File: config.mk
export PLATFORM = sky130hd
export DESIGN_NAME = bclu_unit
export DESIGN_NICKNAME = d
export VERILOG_FILES = /design/src/design/bclu_stack.v /design/src/design/bclu_unit.v
export VERILOG_INCLUDE_DIRS = /design/src /design/src/design
export SDC_FILE = /design/constraint.sdc
export NUM_CORES = 1
export LEC_CHECK = 0
export ABC_AREA = 1
export BUFFER_PORTS_ARGS = -buffer_cell sky130_fd_sc_hd__buf_4
export CAP_MARGIN = 15
export CORE_ASPECT_RATIO = 1.5
export CORE_MARGIN = 1.5
export CORE_UTILIZATION = 47
export CTS_BUF_LIST = sky130_fd_sc_hd__clkbuf_8
export DETAILED_ROUTE_END_ITERATION = 12
export GPL_TIMING_DRIVEN = 0
export HOLD_SLACK_MARGIN = 0.05
export MAX_ROUTING_LAYER = met4
export PLACE_DENSITY_LB_ADDON = 0.25
export RECOVER_POWER = 25
export SLEW_MARGIN = 20
export SYNTH_ARGS = -nofsm -noshare
export SYNTH_HDL_FRONTEND = slang
export SYNTH_SLANG_ARGS = --single-unit
File: constraint.sdc
create_clock -name clk_i -period 0.8 [get_ports clk_i]
set_input_delay 0.04 -clock clk_i [delete_from_list [all_inputs] [get_ports clk_i]]
set_output_delay 0.04 -clock clk_i [all_outputs]
set_load 0.01 [all_outputs]
File: src/design/bclu_consts.vh
`ifndef BCLU_CONSTS_VH
`define BCLU_CONSTS_VH
// ============================================================
// opcodes of the contact forms handled here
`define BCLU_OP_LOAD            3'h0
`define BCLU_OP_LOAD_INV        3'h1
`define BCLU_OP_LOAD_BIT        3'h2
`define BCLU_OP_LOAD_INV_BIT    3'h3
`define BCLU_OP_PAR             3'h4
`define BCLU_OP_PAR_INV         3'h5
`define BCLU_OP_PAR_BIT         3'h6
`define BCLU_OP_PAR_INV_BIT     3'h7
// ============================================================
// operand spaces
`define BCLU_SPACE_IMAGE        2'h0
`define BCLU_SPACE_TIMER        2'h1
`define BCLU_SPACE_COUNTER      2'h2
`define BCLU_SPACE_SPECIAL      2'h3
// ============================================================
// stack geometry
`define BCLU_STACK_DEPTH        8
`define BCLU_LEVEL_W            4
`define BCLU_STACK_FULL         4'h8
// ============================================================
// bit index limit (bcd 0 to 15)
`define BCLU_BIT_MAX            5'h0f
// ============================================================
// timer contact top address per model class (octal 77/177/377/377)
`define BCLU_TMR_MAX0           11'h03f
`define BCLU_TMR_MAX1           11'h07f
`define BCLU_TMR_MAX2           11'h0ff
`define BCLU_TMR_MAX3           11'h0ff
// counter contact top (octal 77/177/177/377)
`define BCLU_CNT_MAX0           11'h03f
`define BCLU_CNT_MAX1           11'h07f
`define BCLU_CNT_MAX2           11'h07f
`define BCLU_CNT_MAX3           11'h0ff
// special relay windows: octal 0-117, 540-577 / 0-137, 540-617
`define BCLU_SP_LO_TOP0         11'h04f
`define BCLU_SP_HI_BOT0         11'h160
`define BCLU_SP_HI_TOP0         11'h17f
`define BCLU_SP_LO_TOP1         11'h05f
`define BCLU_SP_HI_BOT1         11'h160
`define BCLU_SP_HI_TOP1         11'h18f
`endif

File: src/design/bclu_stack.v
`timescale 1ns/1ps
`default_nettype none
`include "bclu_consts.vh"
// ============================================================
// eight-level boolean stack, entries shift down on push
module bclu_stack
(
  // clock and reset
  input  wire       clk_i,
  input  wire       rst_n_i,
  // control
  input  wire       push_i,
  input  wire       wr_top_i,
  input  wire       clear_i,
  input  wire       din_i,
  // contents
  output wire [7:0] data_o
);
  reg [7:0] ent;
  genvar g;
  generate
    for (g = 0; g < `BCLU_STACK_DEPTH; g = g + 1)
    begin : g_lvl
      always @(posedge clk_i or negedge rst_n_i)
      begin
        if (!rst_n_i)
          ent[g] <= 1'b0;
        // a start that also loads leaves only the new value on the stack
        else if (clear_i)
          ent[g] <= (g == 0) ? (push_i & din_i) : 1'b0;
        else if (push_i)
          ent[g] <= (g == 0) ? din_i : ent[(g == 0) ? 0 : g - 1];
        else if (wr_top_i && g == 0)
          ent[g] <= din_i;
      end
    end
  endgenerate
  assign data_o = ent;
endmodule // bclu_stack
`default_nettype wire

File: src/design/bclu_unit.v
`timescale 1ns/1ps
`default_nettype none
`include "bclu_consts.vh"
// How it works
// - a normal load pushes the operand's current state unchanged.
// - an inverted load pushes the complement of the operand's state.
// - a bit load pushes one data word bit, the index limited to 0 to 15.
// - an inverted bit load pushes the complement of the selected bit.
// - a parallel join ors the operand state into the current logic.
// - an inverted parallel join ors the operand complement into it.
// - a bit parallel join ors the selected word bit, index 0 to 15.
// - an inverted bit parallel join ors the selected bit's complement.
// - timer contacts accept octal 77, 177, 377, 377 per model class.
// - counter contacts accept octal 77, 177, 177, 377 per model class.
// - special relays accept 0-117,540-577 or 0-137,540-617 in classes 0 and 1; classes 2 and 3 accept any address.
// - evaluation uses an eight-level stack, loads push entries down.
// - a rung needing more than eight levels raises an error.
module bclu_unit
(
  // clock and reset
  input  wire        clk_i,
  input  wire        rst_n_i,
  // instruction
  input  wire        instr_valid_i,
  input  wire [2:0]  opcode_i,
  input  wire [1:0]  space_i,
  input  wire [10:0] addr_i,
  input  wire [7:0]  bit_bcd_i,
  input  wire [1:0]  model_class_i,
  input  wire        rung_start_i,
  // operand data from image register / data memory
  input  wire        point_i,
  input  wire [15:0] word_i,
  // results
  output reg         done_o,
  output reg         top_o,
  output reg  [3:0]  level_o,
  output reg         overflow_err_o,
  output reg         addr_err_o,
  output reg         bit_err_o,
  output wire [7:0]  stack_o
);
  // ============================================================
  // reset release
  reg rst_s1;
  reg rst_s2;
  always @(posedge clk_i or negedge rst_n_i)
  begin
    if (!rst_n_i)
    begin
      rst_s1 <= 1'b0;
      rst_s2 <= 1'b0;
    end
    else
    begin
      rst_s1 <= 1'b1;
      rst_s2 <= rst_s1;
    end
  end
  wire rst_n = rst_s2;

  // ============================================================
  // operand decoding
  wire        is_bit  = opcode_i[1];
  wire        is_inv  = opcode_i[0];
  wire        is_par  = opcode_i[2];
  // bcd index: tens digit may be 0 or 1 only, ones digit 0-9
  wire [4:0]  bit_bin = {1'b0, bit_bcd_i[7:4] == 4'h1, 3'h0}
                        + {1'b0, bit_bcd_i[7:4] == 4'h1, 1'b0}
                        + {1'b0, bit_bcd_i[3:0]};
  wire        bcd_ok  = (bit_bcd_i[3:0] <= 4'h9) &&
                        (bit_bcd_i[7:4] <= 4'h1) &&
                        (bit_bin <= `BCLU_BIT_MAX);
  reg         addr_ok;
  always @*
  begin
    addr_ok = 1'b1;
    case (space_i)
      `BCLU_SPACE_TIMER:
        case (model_class_i)
          2'h0:    addr_ok = addr_i <= `BCLU_TMR_MAX0;
          2'h1:    addr_ok = addr_i <= `BCLU_TMR_MAX1;
          2'h2:    addr_ok = addr_i <= `BCLU_TMR_MAX2;
          default: addr_ok = addr_i <= `BCLU_TMR_MAX3;
        endcase
      `BCLU_SPACE_COUNTER:
        case (model_class_i)
          2'h0:    addr_ok = addr_i <= `BCLU_CNT_MAX0;
          2'h1:    addr_ok = addr_i <= `BCLU_CNT_MAX1;
          2'h2:    addr_ok = addr_i <= `BCLU_CNT_MAX2;
          default: addr_ok = addr_i <= `BCLU_CNT_MAX3;
        endcase
      `BCLU_SPACE_SPECIAL:
        case (model_class_i)
          2'h0:    addr_ok = (addr_i <= `BCLU_SP_LO_TOP0) ||
                             ((addr_i >= `BCLU_SP_HI_BOT0) &&
                              (addr_i <= `BCLU_SP_HI_TOP0));
          2'h1:    addr_ok = (addr_i <= `BCLU_SP_LO_TOP1) ||
                             ((addr_i >= `BCLU_SP_HI_BOT1) &&
                              (addr_i <= `BCLU_SP_HI_TOP1));
          // larger classes' windows lie outside this unit's scope
          default: addr_ok = 1'b1;
        endcase
      default: addr_ok = 1'b1;
    endcase
  end

  // ============================================================
  // contact value
  wire raw_val  = is_bit ? word_i[bit_bin[3:0]] : point_i;
  wire cont_val = raw_val ^ is_inv;
  wire [7:0] stk;
  wire top_cur  = stk[0];
  reg  [3:0] level;
  wire start    = instr_valid_i && rung_start_i;
  wire legal    = instr_valid_i && addr_ok && (!is_bit || bcd_ok);
  wire ovf      = !is_par && (level == `BCLU_STACK_FULL) && !rung_start_i;
  wire do_push  = legal && !is_par && !ovf;
  // joins with an empty stack have nothing to or into, so are refused
  wire do_join  = legal && is_par && (level != 4'h0) && !rung_start_i;
  wire next_din = is_par ? (top_cur | cont_val) : cont_val;

  // a rung start clears the stack in the same cycle as its first load
  bclu_stack u_stack
  (
    .clk_i    (clk_i),
    .rst_n_i  (rst_n),
    .push_i   (do_push),
    .wr_top_i (do_join),
    .clear_i  (start),
    .din_i    (next_din),
    .data_o   (stk)
  );
  assign stack_o = stk;

  // ============================================================
  // depth, flags and results
  reg [3:0] next_level;
  always @*
  begin
    next_level = level;
    if (start)
      next_level = do_push ? 4'h1 : 4'h0;
    else if (do_push)
      next_level = level + 4'h1;
  end

  always @(posedge clk_i or negedge rst_n)
  begin
    if (!rst_n)
    begin
      level          <= 4'h0;
      done_o         <= 1'b0;
      top_o          <= 1'b0;
      level_o        <= 4'h0;
      overflow_err_o <= 1'b0;
      addr_err_o     <= 1'b0;
      bit_err_o      <= 1'b0;
    end
    else
    begin
      level   <= next_level;
      level_o <= next_level;
      done_o  <= instr_valid_i;
      if (do_push || do_join)
        top_o <= next_din;
      else if (start)
        top_o <= 1'b0;
      // errors hold until the next rung start; a new error wins
      if (instr_valid_i && ovf)
        overflow_err_o <= 1'b1;
      else if (start)
        overflow_err_o <= 1'b0;
      if (instr_valid_i && !addr_ok)
        addr_err_o <= 1'b1;
      else if (start)
        addr_err_o <= 1'b0;
      if (instr_valid_i && is_bit && !bcd_ok)
        bit_err_o <= 1'b1;
      else if (start)
        bit_err_o <= 1'b0;
    end
  end
endmodule // bclu_unit
`default_nettype wire

==> tab_implementation.tex <==
\begin{tabular}{lr}
\hline
Metric & Value \\
\hline
\multicolumn{2}{l}{\textbf{Pwr}} \\
\quad Worst vdd rail ir drop & $\sim$1.2 mV \\
\quad Leakage Power & $\sim$1.3 nW \\
\quad Power density over cell area & around 1300 mW/mm² \\
\multicolumn{2}{l}{\textbf{Clock network}} \\
\quad Number of buffers on the longest clock path & 2 \\
\quad Num Clock Sinks & 19 \\
\quad Clk root buf & clkbuf\_8 \\
\quad Clock tree from TritonCTS & yes \\
\quad Number of buffers created by CTS & 3 \\
\quad Clock transition at the register clock pins on the worst setup and hold paths after CTS & approximately 70 ps \\
\quad CTS HTree Levels & 1 \\
\quad Worst-skew pair later-pin latency & about 260 ps \\
\multicolumn{2}{l}{\textbf{Floorplanning}} \\
\quad Horiz. Die Dim & roughly 48 µm \\
\quad Overall die height & roughly 70 µm \\
\quad Count of boundary I/O pins & between 60 and 70 \\
\quad Floorplan die area & roughly 0.0034 mm² \\
\quad Number of rows in the core area & 24 \\
\quad Core area & a little under 0.003 mm² \\
\quad Effective utilization at floorplan & 0.4913 \\
\multicolumn{2}{l}{\textbf{Outcome}} \\
\quad Violated checks & negative setup slack \\
\quad Run status & complete, but fails checks \\
\multicolumn{2}{l}{\textbf{Setup path}} \\
\quad Crit-path max FO & 3 \\
\quad Worst setup path category & in -> reg \\
\quad Data required time of the critical path & 1000 ps \\
\quad Setup crit end kind & register \\
\quad CP startpoint kind & primary input \\
\quad Internal reg-to-reg setup slack & -830 ps \\
\quad Data arrival at the endpoint of the critical path & around 1900 ps \\
\multicolumn{2}{l}{\textbf{Drt}} \\
\quad Vias after detailed routing & between 1,500 and 2,000 \\
\quad Via density per instance & about 5.3 \\
\quad DRC marker count from the first detailed-route iteration & 49 \\
\quad Number of antenna-violating nets in the routed design & 0 \\
\quad \# DRC & 0 \\
\quad Detailed Route WL & 5257 µm \\
\quad Routed wire per std cell & approximately 16 µm \\
\quad Pre-antenna DRT Iters & 4 \\
\multicolumn{2}{l}{\textbf{GRT}} \\
\quad Number of global-route vias before repair & 1,646 \\
\quad Global route overflow & 0 \\
\quad Maximum number of pins on one net before global-route repair & 18 \\
\quad Number of antenna violations at the first check in global routing & 0 \\
\quad Global-route wire length before repair & about 6600 µm \\
\quad Gr usage total & 0.2704 \\
\multicolumn{2}{l}{\textbf{Final layout}} \\
\quad Signed area change from the synthesized netlist to the final layout & 80.04\% \\
\quad Layout filler cell count & between 100 and 150 \\
\quad Fraction of layout instances using a drive strength above 1 & 0.5300 \\
\quad Count of inserted antenna diode cells & 0 \\
\quad Number of standard cells in the final layout excluding fillers & 322 \\
\quad Cell area after layout & between 0.002 and 0.003 mm² \\
\quad Post-layout net count & approximately 340 \\
\multicolumn{2}{l}{\textbf{Flow run}} \\
\quad Max-cap viol count & 0 \\
\multicolumn{2}{l}{\textbf{Timing}} \\
\quad Min Clock Period, post-route & 1683 ps \\
\quad Final setup viols & 31 \\
\quad Final worst clock skew & about 0.77 ps \\
\quad Fin crit share & 2.104 \\
\quad Top achievable clock speed & approximately 600 MHz \\
\quad Slew margin rel. & 0.5319 \\
\quad Worst path setup slack after routing & -883.2 ps \\
\quad Setup repair after global routing missed its margin & true \\
\quad Transition at the pin with the smallest max-transition slack & 702.1 ps \\
\quad Count of pins over their slew limit & 0 \\
\quad Hold Violations, Final & 0 \\
\multicolumn{2}{l}{\textbf{Logic synthesis}} \\
\quad Net count of the mapped netlist & between 200 and 300 \\
\quad Number of warnings reported in the yosys synthesis log & 0 \\
\quad Summed instance area of the synthesized netlist & around 0.0014 mm² \\
\quad Post-Syn Instances & 200 \\
\quad Number of register bits inferred by synthesis & 19 \\
\quad Share of synthesized area occupied by flip-flops and latches & 0.3357 \\
\quad Mean instance size in the synthesized netlist & $\sim$7.1 µm² \\
\quad Count of distinct cell types in the synthesized netlist & 29 \\
\multicolumn{2}{l}{\textbf{Placed design}} \\
\quad Worst Setup Slack post-DPL & -1018 ps \\
\quad Final estimated routing congestion in global placement & between 0.8 and 0.9 \\
\quad Buffers added on ports & just under 60 \\
\quad Final HPWL from detailed placement & between 2000 and 3000 µm \\
\quad Area post-placement & roughly 0.0020 mm² \\
\quad Cell count after placement & 297 \\
\multicolumn{2}{l}{\textbf{Worst hold path}} \\
\quad Classification of the worst-slack hold path & in -> reg \\
\hline
\end{tabular}
==> area by class of cell <==
type                            instances  area [µm²]  area share
Buffer                                  3       25.02    0.009814
Clock buffer                            3       41.29     0.01619
Clock inverter                          1       3.754    0.001472
Inverter                               27       123.9     0.04858
Multi-Input combinational cell        151        1099      0.4308
Sequential cell                        19       476.7      0.1869
Tap cell                               39       48.80     0.01914
Timing Repair Buffer                   79       732.0      0.2870
==> cell usage after synthesis (all sizes together) <==
cell / number / share of area
nand3: 33 / 0.14
ha: 8 / 0.071
dfrtp: 19 / 0.34
a31oi: 1 / 0.0044
nand2: 66 / 0.18
o21bai: 1 / 0.0053
inv: 27 / 0.072
xnor2: 1 / 0.0062
nor3b: 1 / 0.0053
nor2: 12 / 0.032
conb: 1 / 0.0026
nand3b: 1 / 0.0053
nor3: 3 / 0.014
buf: 3 / 0.015
xor2: 1 / 0.0062
a22o: 1 / 0.0062
a21oi: 6 / 0.029
or2: 5 / 0.022
a32o: 1 / 0.0071
o21ai: 9 / 0.040
==> report_power, final <==
group	total, mW	switching, mW	internal, mW
Combinational	1.43	0.675	0.751
Clock	0.657	0.315	0.342
Sequential	1.14	0.0990	1.04
==> sequential cells by signal, indices dropped and copies added (netlist names) <==
register and flops:
top_o 1, done_o 1, addr_err_o 1, overflow_err_o 1
u_stack.data_o 8, level 4, bit_err_o 1, rst_n 1
rst_s1 1
==> cells by family after synthesis <==
kind of cell	share of synthesized area
simple gates	0.4002
buf+inv	0.08657
compound gates	0.09188
flops	0.3357
fa+ha+maj	0.07067
xor+xnor	0.01237
other cells	0.002648
==> worst max-delay path, stage by stage <==
cell	delay, ps
buf_6	90
or2_4	250
nor3b_4	260
buf_4	170
ha_4	160
ha_4	220
inv_2	70
nand3_2	60
nand3b_1	130
nand2_1	70
nand2_1	80
nand3_2	70
nand3_2	80
nand2_2	60
nand2_2	70
==> cell usage in the layout, fill, tap and decap left out, types with 2 or more instances in the layout <==
cell type | netlist | final
o21ai_0 | 6 | 3
nand2_2 | 2 | 7
inv_2 | 1 | 5
nor2_1 | 12 | 11
nand3_1 | 27 | 10
buf_2 | 2 | 2
o21ai_2 | 3 | 5
a21oi_2 | 0 | 2
buf_8 | 0 | 2
nand2_4 | 0 | 5
dlygate4sd3_1 | 0 | 2
ha_1 | 8 | 2
a21oi_1 | 5 | 3
ha_4 | 0 | 6
inv_4 | 0 | 2
dfrtp_1 | 19 | 18
buf_6 | 1 | 26
buf_4 | 0 | 47
inv_1 | 26 | 19
nand3_4 | 1 | 3
nand3_2 | 5 | 20
nand2_1 | 64 | 54
clkbuf_8 | 0 | 3
or2_2 | 3 | 3
==> worst paths after layout <==
kind | start | to | cells past startpoint
setup / recovery | bit_bcd_i[7] | u_stack.data_o[0] | 15
hold / removal | instr_valid_i | overflow_err_o | 2
setup reg to reg | level[1] | u_stack.data_o[4] | 10
hold reg to reg | rst_n | done_o | 0
max in group asynchronous | rst_n | level[3] | 0
min in group asynchronous | rst_n_i | rst_s1 | 2
==> routing by layer <==
| metal | wire (µm) | track usage | share of wire | vias up |
|---|---|---|---|---|
| met4 | 212 | 0.1141 | 0.040 | 0 |
| met1 | 1763 | 0.2843 | 0.34 | 808 |
| met2 | 2997 | 0.4756 | 0.57 | 70 |
| met5 | 0 | - | 0 | - |
| met3 | 284 | 0.02584 | 0.054 | 21 |
| li1 | - | - | - | 806 |
==> through the flow <==
step | power, mW | setup TNS [ps] | util | hold WS (ps)
4_1_cts | 2.893 | -10800 | 0.8030 | 60.16
3_5_place_dp | 2.026 | -14080 | 0.6788 | -176.1
2_1_floorplan | 1.615 | -10400 | - | -255.6
5_1_grt | 3.377 | -15940 | 0.8845 | 73.37
6_report | 3.224 | -12590 | 0.8845 | 53.36
3_3_place_gp | 2.002 | -13700 | 0.6788 | -177.1
==> repair_timing <==
item	CTS	global route
hold buffers	2	0
endpoints found under the hold margin	3	0
pin swaps	14	25
setup endpoints to repair	32	50
setup buffers	12	6
gates resized for setup	44	48
cloned	1	0
No activity file was read; power rests on OpenSTA's default activity.
